[src/design/ahf_pkg.sv]
// Package for the ASCII hex sample framer: command kinds, characters, lengths.
// Assumes one system clock; no timing constants are needed.
package ahf_pkg;

  typedef enum logic [2:0] {
    AHF_CMD_BYTE_WAVE,
    AHF_CMD_BYTE_BAR,
    AHF_CMD_WORD_BOTH,
    AHF_CMD_WORD_WAVE,
    AHF_CMD_WORD_BAR
  } ahf_cmd_type;

  localparam logic [7:0] AHF_CH_CR = 8'h0d;
  localparam logic [7:0] AHF_CH_LF = 8'h0a;
  localparam logic [7:0] AHF_CH_COMMA = 8'h2c;
  localparam logic [7:0] AHF_CH_COLON = 8'h3a;
  localparam logic [7:0] AHF_CH_EQUAL = 8'h3d;
  localparam logic [7:0] AHF_CH_W = 8'h57;
  localparam logic [7:0] AHF_CH_Z = 8'h5a;
  localparam logic [7:0] AHF_CH_Y = 8'h59;
  localparam logic [7:0] AHF_CH_X = 8'h58;
  localparam logic [7:0] AHF_CH_A = 8'h41;
  localparam logic [7:0] AHF_CH_B = 8'h42;
  localparam logic [7:0] AHF_CH_C = 8'h43;
  localparam logic [7:0] AHF_CH_D = 8'h44;
  localparam logic [7:0] AHF_CH_ZERO = 8'h30;
  localparam logic [7:0] AHF_CH_ALPHA_OFS = 8'h37;

  // Characters in one field, including its letter or separator slot
  localparam logic [2:0] AHF_BYTE_FIELD_LEN = 3'h3;
  localparam logic [2:0] AHF_WORD_FIELD_LEN = 3'h5;
  localparam logic [1:0] AHF_LAST_FIELD = 2'h3;

endpackage : ahf_pkg

[src/design/ahf_framer.sv]
// Functional notes
// - Each value is sent as ASCII hex: two digits for bytes, four for words.
// - Every command ends with carriage return then line feed.
// - Byte waveform command: W, Z, Y, X, each followed by two digits.
// - Byte bar command: A, B, C, D, each followed by two digits.
// - Combined word command: four four-digit fields separated by commas.
// - Waveform word command: four four-digit fields separated by colons.
// - Bar word command: four four-digit fields separated by equals signs.
// - Every command carries all four channels; partial updates are never sent.
//
// Top of the ASCII hex sample framer. Takes a set of four samples plus a command
// kind and streams the text to a byte-wide transmitter with valid/ready.
// Assumes the transmitter holds tx_ready meaningful every cycle.
`timescale 1ns/1ps
module ahf_framer (
  input wire logic mclk,                 // System clock, 125 MHz
  input wire logic rstn,                 // Synchronous reset, active low
  input wire logic req_valid,            // Sample set offered
  input wire ahf_pkg::ahf_cmd_type req_cmd, // Command kind
  input wire logic [15:0] req_s0,        // First field value
  input wire logic [15:0] req_s1,        // Second field value
  input wire logic [15:0] req_s2,        // Third field value
  input wire logic [15:0] req_s3,        // Fourth field value
  output logic req_ready,                // Framer idle, set taken when valid
  input wire logic tx_ready,             // Transmitter takes a character
  output logic tx_valid,                 // Character on tx_data
  output logic [7:0] tx_data             // ASCII character
);
  import ahf_pkg::*;

  typedef enum {
    ST_IDLE,
    ST_LEAD,
    ST_DIGIT,
    ST_CONV,
    ST_CR,
    ST_LF
  } ahf_state_type;

  ahf_state_type state_reg, state_next;
  ahf_cmd_type cmd_reg, cmd_next;
  logic [63:0] vals_reg, vals_next;
  logic [1:0] field_reg, field_next;
  logic [1:0] digit_reg, digit_next;
  logic tx_valid_reg, tx_valid_next;
  logic [7:0] tx_data_reg, tx_data_next;
  logic req_ready_reg, req_ready_next;
  logic [3:0] nibble;
  logic [7:0] hex_char;
  logic is_byte;
  logic [7:0] lead_char;
  logic [1:0] last_digit;
  logic is_byte_next;
  logic lead_out_reg, lead_out_next;

  assign is_byte = (cmd_reg == AHF_CMD_BYTE_WAVE) || (cmd_reg == AHF_CMD_BYTE_BAR);
  assign is_byte_next = (cmd_next == AHF_CMD_BYTE_WAVE) || (cmd_next == AHF_CMD_BYTE_BAR);
  assign last_digit = is_byte ? 2'h1 : 2'h3;

  // Nibble of the values about to be registered, so the registered digit
  // always belongs to the current field and digit counters
  always_comb begin
    if (is_byte_next) begin
      nibble = digit_next[0] ? vals_next[59:56] : vals_next[63:60];
    end else begin
      nibble = vals_next[63:60];
    end
  end

  ahf_hex_digit u_hex (
    .mclk(mclk),
    .nibble(nibble),
    .ascii(hex_char)
  );

  // Leading letter or separator of the current field
  always_comb begin
    lead_char = AHF_CH_COMMA;
    unique case (cmd_reg)
      AHF_CMD_BYTE_WAVE: begin
        unique case (field_reg)
          2'h0: lead_char = AHF_CH_W;
          2'h1: lead_char = AHF_CH_Z;
          2'h2: lead_char = AHF_CH_Y;
          2'h3: lead_char = AHF_CH_X;
        endcase
      end
      AHF_CMD_BYTE_BAR: begin
        unique case (field_reg)
          2'h0: lead_char = AHF_CH_A;
          2'h1: lead_char = AHF_CH_B;
          2'h2: lead_char = AHF_CH_C;
          2'h3: lead_char = AHF_CH_D;
        endcase
      end
      AHF_CMD_WORD_BOTH: lead_char = AHF_CH_COMMA;
      AHF_CMD_WORD_WAVE: lead_char = AHF_CH_COLON;
      AHF_CMD_WORD_BAR: lead_char = AHF_CH_EQUAL;
      default: lead_char = AHF_CH_COMMA;
    endcase
  end

  always_comb begin
    state_next = state_reg;
    cmd_next = cmd_reg;
    vals_next = vals_reg;
    field_next = field_reg;
    digit_next = digit_reg;
    tx_valid_next = tx_valid_reg;
    tx_data_next = tx_data_reg;
    req_ready_next = req_ready_reg;
    lead_out_next = lead_out_reg;
    unique case (state_reg)
      ST_IDLE: begin
        if (req_valid && req_ready_reg) begin
          // Whole set latched at once so no partial update can escape
          cmd_next = req_cmd;
          if ((req_cmd == AHF_CMD_BYTE_WAVE) || (req_cmd == AHF_CMD_BYTE_BAR)) begin
            vals_next = {req_s0[7:0], req_s1[7:0], req_s2[7:0], req_s3[7:0], 32'h0};
          end else begin
            vals_next = {req_s0, req_s1, req_s2, req_s3};
          end
          field_next = 2'h0;
          digit_next = 2'h0;
          req_ready_next = 1'b0;
          state_next = ST_LEAD;
        end
      end
      ST_LEAD: begin
        // Word commands have no character before their first field
        if (!is_byte && field_reg == 2'h0) begin
          state_next = ST_CONV;
        end else begin
          tx_valid_next = 1'b1;
          tx_data_next = lead_char;
          lead_out_next = 1'b1;
          state_next = ST_DIGIT;
        end
      end
      ST_CONV: begin
        // Wait one cycle for the registered digit
        tx_valid_next = 1'b1;
        tx_data_next = hex_char;
        lead_out_next = 1'b0;
        state_next = ST_DIGIT;
      end
      ST_DIGIT: begin
        // A character is held until the transmitter takes it
        if (tx_ready) begin
          tx_valid_next = 1'b0;
          state_next = ST_CONV;
        end
      end
      ST_CR: begin
        if (tx_ready) begin
          tx_valid_next = 1'b1;
          tx_data_next = AHF_CH_LF;
          state_next = ST_LF;
        end
      end
      ST_LF: begin
        if (tx_ready) begin
          tx_valid_next = 1'b0;
          req_ready_next = 1'b1;
          state_next = ST_IDLE;
        end
      end
    endcase
    // Digit bookkeeping: a taken hex digit advances digit/field counters
    // A flag, not a data compare: the bar letters A-D are also hex digits
    if (state_reg == ST_DIGIT && tx_ready && tx_valid_reg && !lead_out_reg) begin
      if (digit_reg == last_digit) begin
        digit_next = 2'h0;
        if (is_byte) begin
          vals_next = {vals_reg[55:0], 8'h0};
        end else begin
          vals_next = {vals_reg[59:0], 4'h0};
        end
        if (field_reg == AHF_LAST_FIELD) begin
          tx_valid_next = 1'b1;
          tx_data_next = AHF_CH_CR;
          state_next = ST_CR;
        end else begin
          field_next = field_reg + 2'h1;
          state_next = ST_LEAD;
        end
      end else begin
        digit_next = digit_reg + 2'h1;
        if (!is_byte) begin
          vals_next = {vals_reg[59:0], 4'h0};
        end
        state_next = ST_CONV;
      end
    end
  end

  always_ff @(posedge mclk) begin
    if (!rstn) begin
      state_reg <= ST_IDLE;
      cmd_reg <= AHF_CMD_BYTE_WAVE;
      vals_reg <= 64'h0;
      field_reg <= 2'h0;
      digit_reg <= 2'h0;
      tx_valid_reg <= 1'b0;
      tx_data_reg <= 8'h00;
      req_ready_reg <= 1'b1;
      lead_out_reg <= 1'b0;
    end else begin
      state_reg <= state_next;
      cmd_reg <= cmd_next;
      vals_reg <= vals_next;
      field_reg <= field_next;
      digit_reg <= digit_next;
      tx_valid_reg <= tx_valid_next;
      tx_data_reg <= tx_data_next;
      req_ready_reg <= req_ready_next;
      lead_out_reg <= lead_out_next;
    end
  end

  assign tx_valid = tx_valid_reg;
  assign tx_data = tx_data_reg;
  assign req_ready = req_ready_reg;

  // Assertions
  a_hold_until_taken: assert property (@(posedge mclk) disable iff (!rstn)
    tx_valid && !tx_ready |=> tx_valid && $stable(tx_data))
    else $error("character dropped before ready");
  a_lf_after_cr: assert property (@(posedge mclk) disable iff (!rstn)
    tx_valid && tx_ready && tx_data == AHF_CH_CR |=> tx_valid && tx_data == AHF_CH_LF)
    else $error("carriage return not followed by line feed");
  a_idle_after_lf: assert property (@(posedge mclk) disable iff (!rstn)
    tx_valid && tx_ready && tx_data == AHF_CH_LF |=> req_ready && !tx_valid)
    else $error("framer not idle after line feed");
  a_upper_hex: assert property (@(posedge mclk) disable iff (!rstn)
    state_reg == ST_CONV |=> !(tx_data inside {[8'h61:8'h66]}))
    else $error("lower case digit emitted");
  a_no_take_busy: assert property (@(posedge mclk) disable iff (!rstn)
    !req_ready |-> state_reg != ST_IDLE)
    else $error("busy flag while idle");
  a_byte_lead_w: assert property (@(posedge mclk) disable iff (!rstn)
    req_valid && req_ready && req_cmd == AHF_CMD_BYTE_WAVE |=> ##1 tx_valid && tx_data == AHF_CH_W)
    else $error("waveform byte command not led by W");
  a_byte_lead_a: assert property (@(posedge mclk) disable iff (!rstn)
    req_valid && req_ready && req_cmd == AHF_CMD_BYTE_BAR |=> ##1 tx_valid && tx_data == AHF_CH_A)
    else $error("bar byte command not led by A");
  a_word_sep: assert property (@(posedge mclk) disable iff (!rstn)
    tx_valid && cmd_reg == AHF_CMD_WORD_WAVE |-> tx_data != AHF_CH_COMMA
    && tx_data != AHF_CH_EQUAL)
    else $error("wrong separator in waveform word command");
  c_byte_cmd: cover property (@(posedge mclk) req_valid && req_ready && req_cmd == AHF_CMD_BYTE_WAVE);
  c_word_cmd: cover property (@(posedge mclk) req_valid && req_ready && req_cmd == AHF_CMD_WORD_BOTH);
  c_stall: cover property (@(posedge mclk) tx_valid && !tx_ready);

endmodule : ahf_framer

[src/design/ahf_hex_digit.sv]
// Nibble to upper-case ASCII hex digit, registered.
// Assumes the caller samples the result one cycle after presenting the nibble.
`timescale 1ns/1ps
module ahf_hex_digit (
  input wire logic mclk,         // System clock
  input wire logic [3:0] nibble, // Value to convert
  output logic [7:0] ascii       // Registered ASCII digit
);
  import ahf_pkg::*;

  logic [7:0] ascii_next;

  always_comb begin
    if (nibble < 4'ha) begin
      ascii_next = AHF_CH_ZERO + {4'h0, nibble};
    end else begin
      ascii_next = AHF_CH_ALPHA_OFS + {4'h0, nibble};
    end
  end

  always_ff @(posedge mclk) begin
    ascii <= ascii_next;
  end

endmodule : ahf_hex_digit

[config.mk]
export PLATFORM = sky130hd
export DESIGN_NAME = ahf_framer
export DESIGN_NICKNAME = d
export VERILOG_FILES = /design/src/design/ahf_pkg.sv /design/src/design/ahf_framer.sv /design/src/design/ahf_hex_digit.sv
export SDC_FILE = /design/constraint.sdc
export NUM_CORES = 1
export LEC_CHECK = 0
export ABC_AREA = 1
export BUFFER_PORTS_ARGS = -buffer_cell sky130_fd_sc_hd__buf_4
export CORE_ASPECT_RATIO = 0.8
export CORE_MARGIN = 1.5
export CORE_UTILIZATION = 58
export DETAILED_ROUTE_END_ITERATION = 10
export HOLD_SLACK_MARGIN = 0.12
export PLACE_DENSITY_LB_ADDON = 0.12
export SYNTH_ARGS = -nofsm -noshare
export SYNTH_HDL_FRONTEND = slang
export SYNTH_HIERARCHICAL = 1
export SYNTH_SLANG_ARGS = --single-unit
[constraint.sdc]
create_clock -name mclk -period 2.7 [get_ports mclk]
set_input_delay 0.54 -clock mclk [delete_from_list [all_inputs] [get_ports mclk]]
set_output_delay 0.54 -clock mclk [all_outputs]
set_load 0.005 [all_outputs]
==> impl_metrics.toml, run 1 <==
[global_routing]
grt_max_degree = 84
antenna_found_initial = 0
grt_pass1_vias = 5487
grt.total_usage_pct = 31.9
grt_pass1_wl_um = 27000
overflow = 0

[cts]
ctsRootBufferMaster = "clkbuf_16"
cts_buffers = 9
worstSkewPairLatency_ns = 0.34
clock_sinks = 92
ctsHtreeMaxLevel = 3
ctsLongestPathBuffers = 2
clk_pin_slew_worst_paths_ns = 0.06
cts_setup_buffers = 0
tritoncts = "yes"

[logic_synthesis]
yosys_warnings = 6
ys_seq_elements = 92
synthFlopType = "dfxtp_1"
synthesis.area_mm2 = 0.00577
ys_top_cells_by_count = "nand2_1 (469), inv_1 (94), dfxtp_1 (92)"
yosys.area.top_type = "dfxtp_1"
synth_edf_count = 0
syn_inst = 977
synth_area_leaders = "dfxtp_1 (32%), nand2_1 (31%), inv_1 (6.1%), nand3_1 (5.1%), a21oi_1 (4.5%)"
synth_most_common_cell = "nand2_1"
async_reset_ff_share_pct = 0
synth_cell_types = 28
avgSynthCellArea_um2 = 5.90
ys_seq_area_share_pct = 31.9
mappedNetlistNets = 1054
yosysTopAreaCellShare_pct = 31.9

[setup_path]
reg2reg_depth = 16
critPathBufInv = 5
cpMaxStageDelayCell = "dfxtp_1"
reg2reg_to = "u_hex/ascii[4]$_SDFF_PN1_"
cpMostUsedCell = "nand2_1"
timing.rr.start = "state_reg[0]$_SDFFE_PN0P_"
worstPathMaxFanout = 6
critical_path_required_ns = 2.93
cp_data_arrival_time_ns = 2.61
ff2ff_setup_slack_ns = 0.32
path_delay_family = "simple AND/OR/NAND/NOR gates"
crit_path_end_kind = "flop"
worst_setup_path_start_kind = "flop"
path_class = "reg -> reg"
path_cells = "inv_1, nand2_1, nor2_1, nand2_1, nand2_1, nor2_1, nand2_1, inv_1, nand2_1, nand2_1, inv_2, ha_1, inv_1, nor2_1, nor2_2, inv_1"
critPathMaxStageDelay_ns = 0.52

[layout]
finalNonFillerCells = 1171
fin_area_mm2 = 0.00668
syn_to_final_growth_pct = 15.8
n_antenna_cell = 0
final_nets = 1107
largest_register_ffs = 64
drive_above_1_share_pct = 12.8

[floorplanning]
die_h_um = 92.2
ioPinCount = 81
start_util_pct = 59.8
core_mm2 = 0.00965
die-area_mm2 = 0.0106
placementRows = 32
fp.dieW_um = 114

[route]
via_per_inst = 5.38
route.vias.total = 6295
drc = 0
drtIter0Drc = 711
drt_pass1_iterations = 5
routedWlPerCell_um = 14.1
ant_nets = 0
drt-total-wl_um = 16500

[flow_run]
cap_violations = 0

[timing]
holdWs_ns = 0.469
grt_setup_unrepaired = "false"
finClkSkew_ns = 0.00699
worst_pin_slew_ns = 1.00
hold_viol_final = 0
slew_violations = 0
fin_crit_sh_pct = 88.0
slew-limit-headroom_pct = 33.0
finalSetupViolCount = 0
fin_setup_tns_ns = 0
fmax_mhz = 421
post-route-min-period_ns = 2.38

[place]
hpwl_um = 11400
port-buffer-count = 80
gp_congestion = 0.940
dpl.cell_count = 1155
post_dp_cell_area_mm2 = 0.00637

[min_path]
min_to = "lead_out_reg$_SDFFE_PN0P_"
holdPathStages = 2
hold_path.startpoint = "lead_out_reg$_SDFFE_PN0P_"
hold_path_class = "reg -> reg"

[power_and_ir_drop]
peakVddDrop_uv = 356
power_density_mw_per_mm2 = 607
leakage_nw = 3.37

[status]
outcome = "finished clean"
## cell usage in the layout (no fill, tap or decap), types with 4 or more instances in the layout
| cell | instances |
|---|---|
| inv_1 | 94 |
| ha_1 | 6 |
| dfxtp_1 | 91 |
| nor2_4 | 6 |
| o211ai_1 | 26 |
| a211oi_1 | 4 |
| a21oi_1 | 52 |
| nand3_1 | 59 |
| clkbuf_16 | 9 |
| nand2_1 | 469 |
| nor2_1 | 38 |
| buf_4 | 95 |
| inv_2 | 4 |
| o22ai_1 | 30 |
| o21ai_0 | 25 |
| nand2_2 | 5 |
## worst min-delay path, stage by stage (launching register included)
cell	delay (ns)
dfxtp_1	0.31
nand2_1	0.06
a21oi_1	0.05
## repair_timing
action | in CTS | in global routing
setup endpoints to repair | 0 | 1
hold buffers | 0 | 0
gates resized for setup | 0 | 1
## cells by family after synthesis
logic type / share of synthesized area (%)
and+or+nand+nor: 40.6
buffers and inverters: 11.6
AOI/OAI and AO/OA: 14.5
DFF: 31.9
adders and majority gates: 1.30
other: 0.0650
## through the flow
step	setup WS (ns)	util (%)	power (mW)
floorplan	0.661	-	2.43
global placement	0.328	66.0	2.74
detailed placement	0.230	66.0	2.75
CTS	0.313	69.2	4.04
global route	0.106	69.2	4.29
finish	0.324	69.2	4.05
## worst max path at each step
stage | start | to | slack (ns) | cells past startpoint
finish | state_reg[0]$_SDFFE_PN0P_ | u_hex/ascii[4]$_SDFF_PN1_ | 0.32 | 16
global route | state_reg[0]$_SDFFE_PN0P_ | u_hex/ascii[4]$_SDFF_PN1_ | 0.11 | 16
CTS | state_reg[1]$_SDFFE_PN0P_ | u_hex/ascii[4]$_SDFF_PN1_ | 0.31 | 16
detailed placement | tx_ready | u_hex/ascii[4]$_SDFF_PN1_ | 0.23 | 15
global placement | req_cmd[1] | u_hex/ascii[4]$_SDFF_PN1_ | 0.33 | 16
floorplan | req_valid | u_hex/ascii[4]$_SDFF_PN1_ | 0.66 | 16
## layout make-up
class	instances	area [um2]
repair buffers	96	733
clock buffers	12	256
well taps	136	170
clock inverters	4	47.5
fillers	907	2970
inverters	98	368
flip-flops and latches	92	1840
multi-input cells	733	3260
## layer usage
layer | track usage (%) | wire, um | vias to the layer above
li1 | - | - | 3179
met1 | 47.1 | 8010 | 2834
met2 | 48.0 | 7100 | 263
met3 | 5.95 | 1170 | 19
met4 | 6.67 | 185 | 0
met5 | 0 | 0 | -
## power breakdown
part           internal (mW)  total (mW)  switching (mW)
logic                  0.420        1.10           0.681
registers               1.53        1.65           0.122
clock network          0.766        1.30           0.535
Power figures use the tool's default switching activity.
==> inputs of run 2 (changes only) <==
--- a/config.mk
+++ b/config.mk
@@ -9,7 +9,7 @@
 export BUFFER_PORTS_ARGS = -buffer_cell sky130_fd_sc_hd__buf_4
 export CORE_ASPECT_RATIO = 0.8
 export CORE_MARGIN = 1.5
-export CORE_UTILIZATION = 58
+export CORE_UTILIZATION = 59
 export DETAILED_ROUTE_END_ITERATION = 10
 export HOLD_SLACK_MARGIN = 0.12
 export PLACE_DENSITY_LB_ADDON = 0.12
==> constraint.sdc (replaced) <==
create_clock -name mclk -period 2.9 [get_ports mclk]
set_input_delay 0.58 -clock mclk [delete_from_list [all_inputs] [get_ports mclk]]
set_output_delay 0.58 -clock mclk [all_outputs]
set_load 0.005 [all_outputs]
==> impl_metrics.toml, run 2 (same netlist as run 1, synthesis figures left out) <==
[setup_path]
cpMaxStageDelayCell = "dfxtp_1"
crit_path_end_kind = "flop"
cp_data_arrival_time_ns = 2.67
critical_path_required_ns = 3.14
worst_setup_path_start_kind = "flop"
reg2reg_to = "u_hex/ascii[4]$_SDFF_PN1_"
critPathBufInv = 5
worstPathMaxFanout = 10
path_class = "reg -> reg"
ff2ff_setup_slack_ns = 0.47
timing.rr.start = "state_reg[1]$_SDFFE_PN0P_"
cpMostUsedCell = "nand2_1"
reg2reg_depth = 16
path_delay_family = "simple AND/OR/NAND/NOR gates"
path_cells = "inv_1, nand2_1, nor2_1, nand2_1, nand2_1, nor2_1, nand2_1, inv_1, nand2_1, nand2_1, inv_2, ha_1, inv_1, nor2_1, nor2_2, inv_1"
critPathMaxStageDelay_ns = 0.59

[timing]
finalSetupViolCount = 0
slew_violations = 0
slew-limit-headroom_pct = 41.3
fin_crit_sh_pct = 83.8
finClkSkew_ns = 0.00788
worst_pin_slew_ns = 0.879
grt_setup_unrepaired = "false"
hold_viol_final = 0
worst_slack_ns = 0.470
fmax_mhz = 411
fin_setup_tns_ns = 0
post-route-min-period_ns = 2.43

[layout]
largest_register_ffs = 64
final_nets = 1106
final_common_cell = "nand2_1"
n_antenna_cell = 0
finalNonFillerCells = 1153
syn_to_final_growth_pct = 14.6
drive_above_1_share_pct = 12.7
final_cell_mix = "nand2_1 (469), buf_4 (95), inv_1 (94), dfxtp_1 (92), nand3_1 (59)"

[floorplanning]
die-area_mm2 = 0.0104
fp.dieW_um = 114
start_util_pct = 60.3
placementRows = 32
ioPinCount = 81
core_mm2 = 0.00957
die_h_um = 91.4

[min_path]
min_to = "lead_out_reg$_SDFFE_PN0P_"
hold_path_class = "reg -> reg"
holdPathStages = 2
hold_path.startpoint = "lead_out_reg$_SDFFE_PN0P_"

[global_routing]
grt.total_usage_pct = 32.7
antenna_found_initial = 0
grt_pass1_vias = 5565
grt_max_degree = 56
grt_pass1_wl_um = 27200
overflow = 0

[route]
drt_pass1_iterations = 6
routedWlPerCell_um = 14.4
drtIter0Drc = 815
drc = 0
drt-total-wl_um = 16600
ant_nets = 0
via_per_inst = 5.48
route.vias.total = 6316

[cts]
post_cts_resized = 0
clk_pin_slew_worst_paths_ns = 0.07
cts_buffers = 9
cts_setup_buffers = 0
ctsRootBufferMaster = "clkbuf_16"
ctsLongestPathBuffers = 2
worstSkewPairLatency_ns = 0.35
clock_sinks = 92
tritoncts = "yes"
ctsHtreeMaxLevel = 3
holdBufCountCts = 0

[power_and_ir_drop]
peakVddDrop_uv = 378
leakage_nw = 3.34
power_density_mw_per_mm2 = 557

[flow_run]
cap_violations = 0

[place]
port-buffer-count = 80
hpwl_um = 11600
gp_congestion = 0.922
pre_cts_slack_ns = 0.412
dpl.cell_count = 1137

[status]
outcome = "finished clean"
-- run 2: area by class of cell --
| type | count | area [um2] |
|---|---|---|
| fillers | 922 | 2960 |
| repair buffers | 95 | 713 |
| multi-input cells | 733 | 3260 |
| clock buffers | 10 | 239 |
| inverters | 98 | 368 |
| clock inverters | 6 | 38.8 |
| flip-flops and latches | 92 | 1840 |
| well taps | 119 | 149 |
-- run 2: through the flow --
| step | power, mW | hold slack, ns | cell area [um2] | utilization, % |
|---|---|---|---|---|
| after floorplan | 2.26 | 0.439 | 5770 | - |
| after global placement | 2.54 | 0.453 | 6330 | 66.2 |
| after detailed placement | 2.56 | 0.457 | 6330 | 66.2 |
| after CTS | 3.67 | 0.469 | 6610 | 69.1 |
| after global routing | 3.89 | 0.490 | 6610 | 69.1 |
| final | 3.68 | 0.470 | 6610 | 69.1 |
-- run 2: metal layers --
layer  part of all wire [%]  track usage [%]  wire, um  up-vias
met3                    9.0             5.07      1490       15
met2                     43             49.1      7140      276
li1                       -                -         -     3182
met4                    1.2             7.29       192        0
met5                      0                0         0        -
met1                     47             48.9      7760     2843
-- run 2: worst max-delay path by stage --
stage	to	cells after the start	from
6_report	u_hex/ascii[4]$_SDFF_PN1_	16	state_reg[1]$_SDFFE_PN0P_
5_1_grt	u_hex/ascii[4]$_SDFF_PN1_	16	state_reg[1]$_SDFFE_PN0P_
4_1_cts	u_hex/ascii[4]$_SDFF_PN1_	16	state_reg[1]$_SDFFE_PN0P_
3_5_place_dp	u_hex/ascii[4]$_SDFF_PN1_	17	req_valid
3_3_place_gp	u_hex/ascii[4]$_SDFF_PN1_	17	req_valid
2_1_floorplan	u_hex/ascii[4]$_SDFF_PN1_	16	req_valid
-- run 2: worst min-delay path, stage by stage, from the launching register on --
cell     delay (ns)
dfxtp_1        0.31
nand2_1        0.06
a21oi_1        0.05
-- run 2: report_power, final --
part           internal, mW  switching, mW  leakage, nW  total, mW
Sequential             1.42          0.116        0.754       1.54
Clock                 0.603          0.512        0.135       1.12
Combinational         0.387          0.638         2.45       1.02
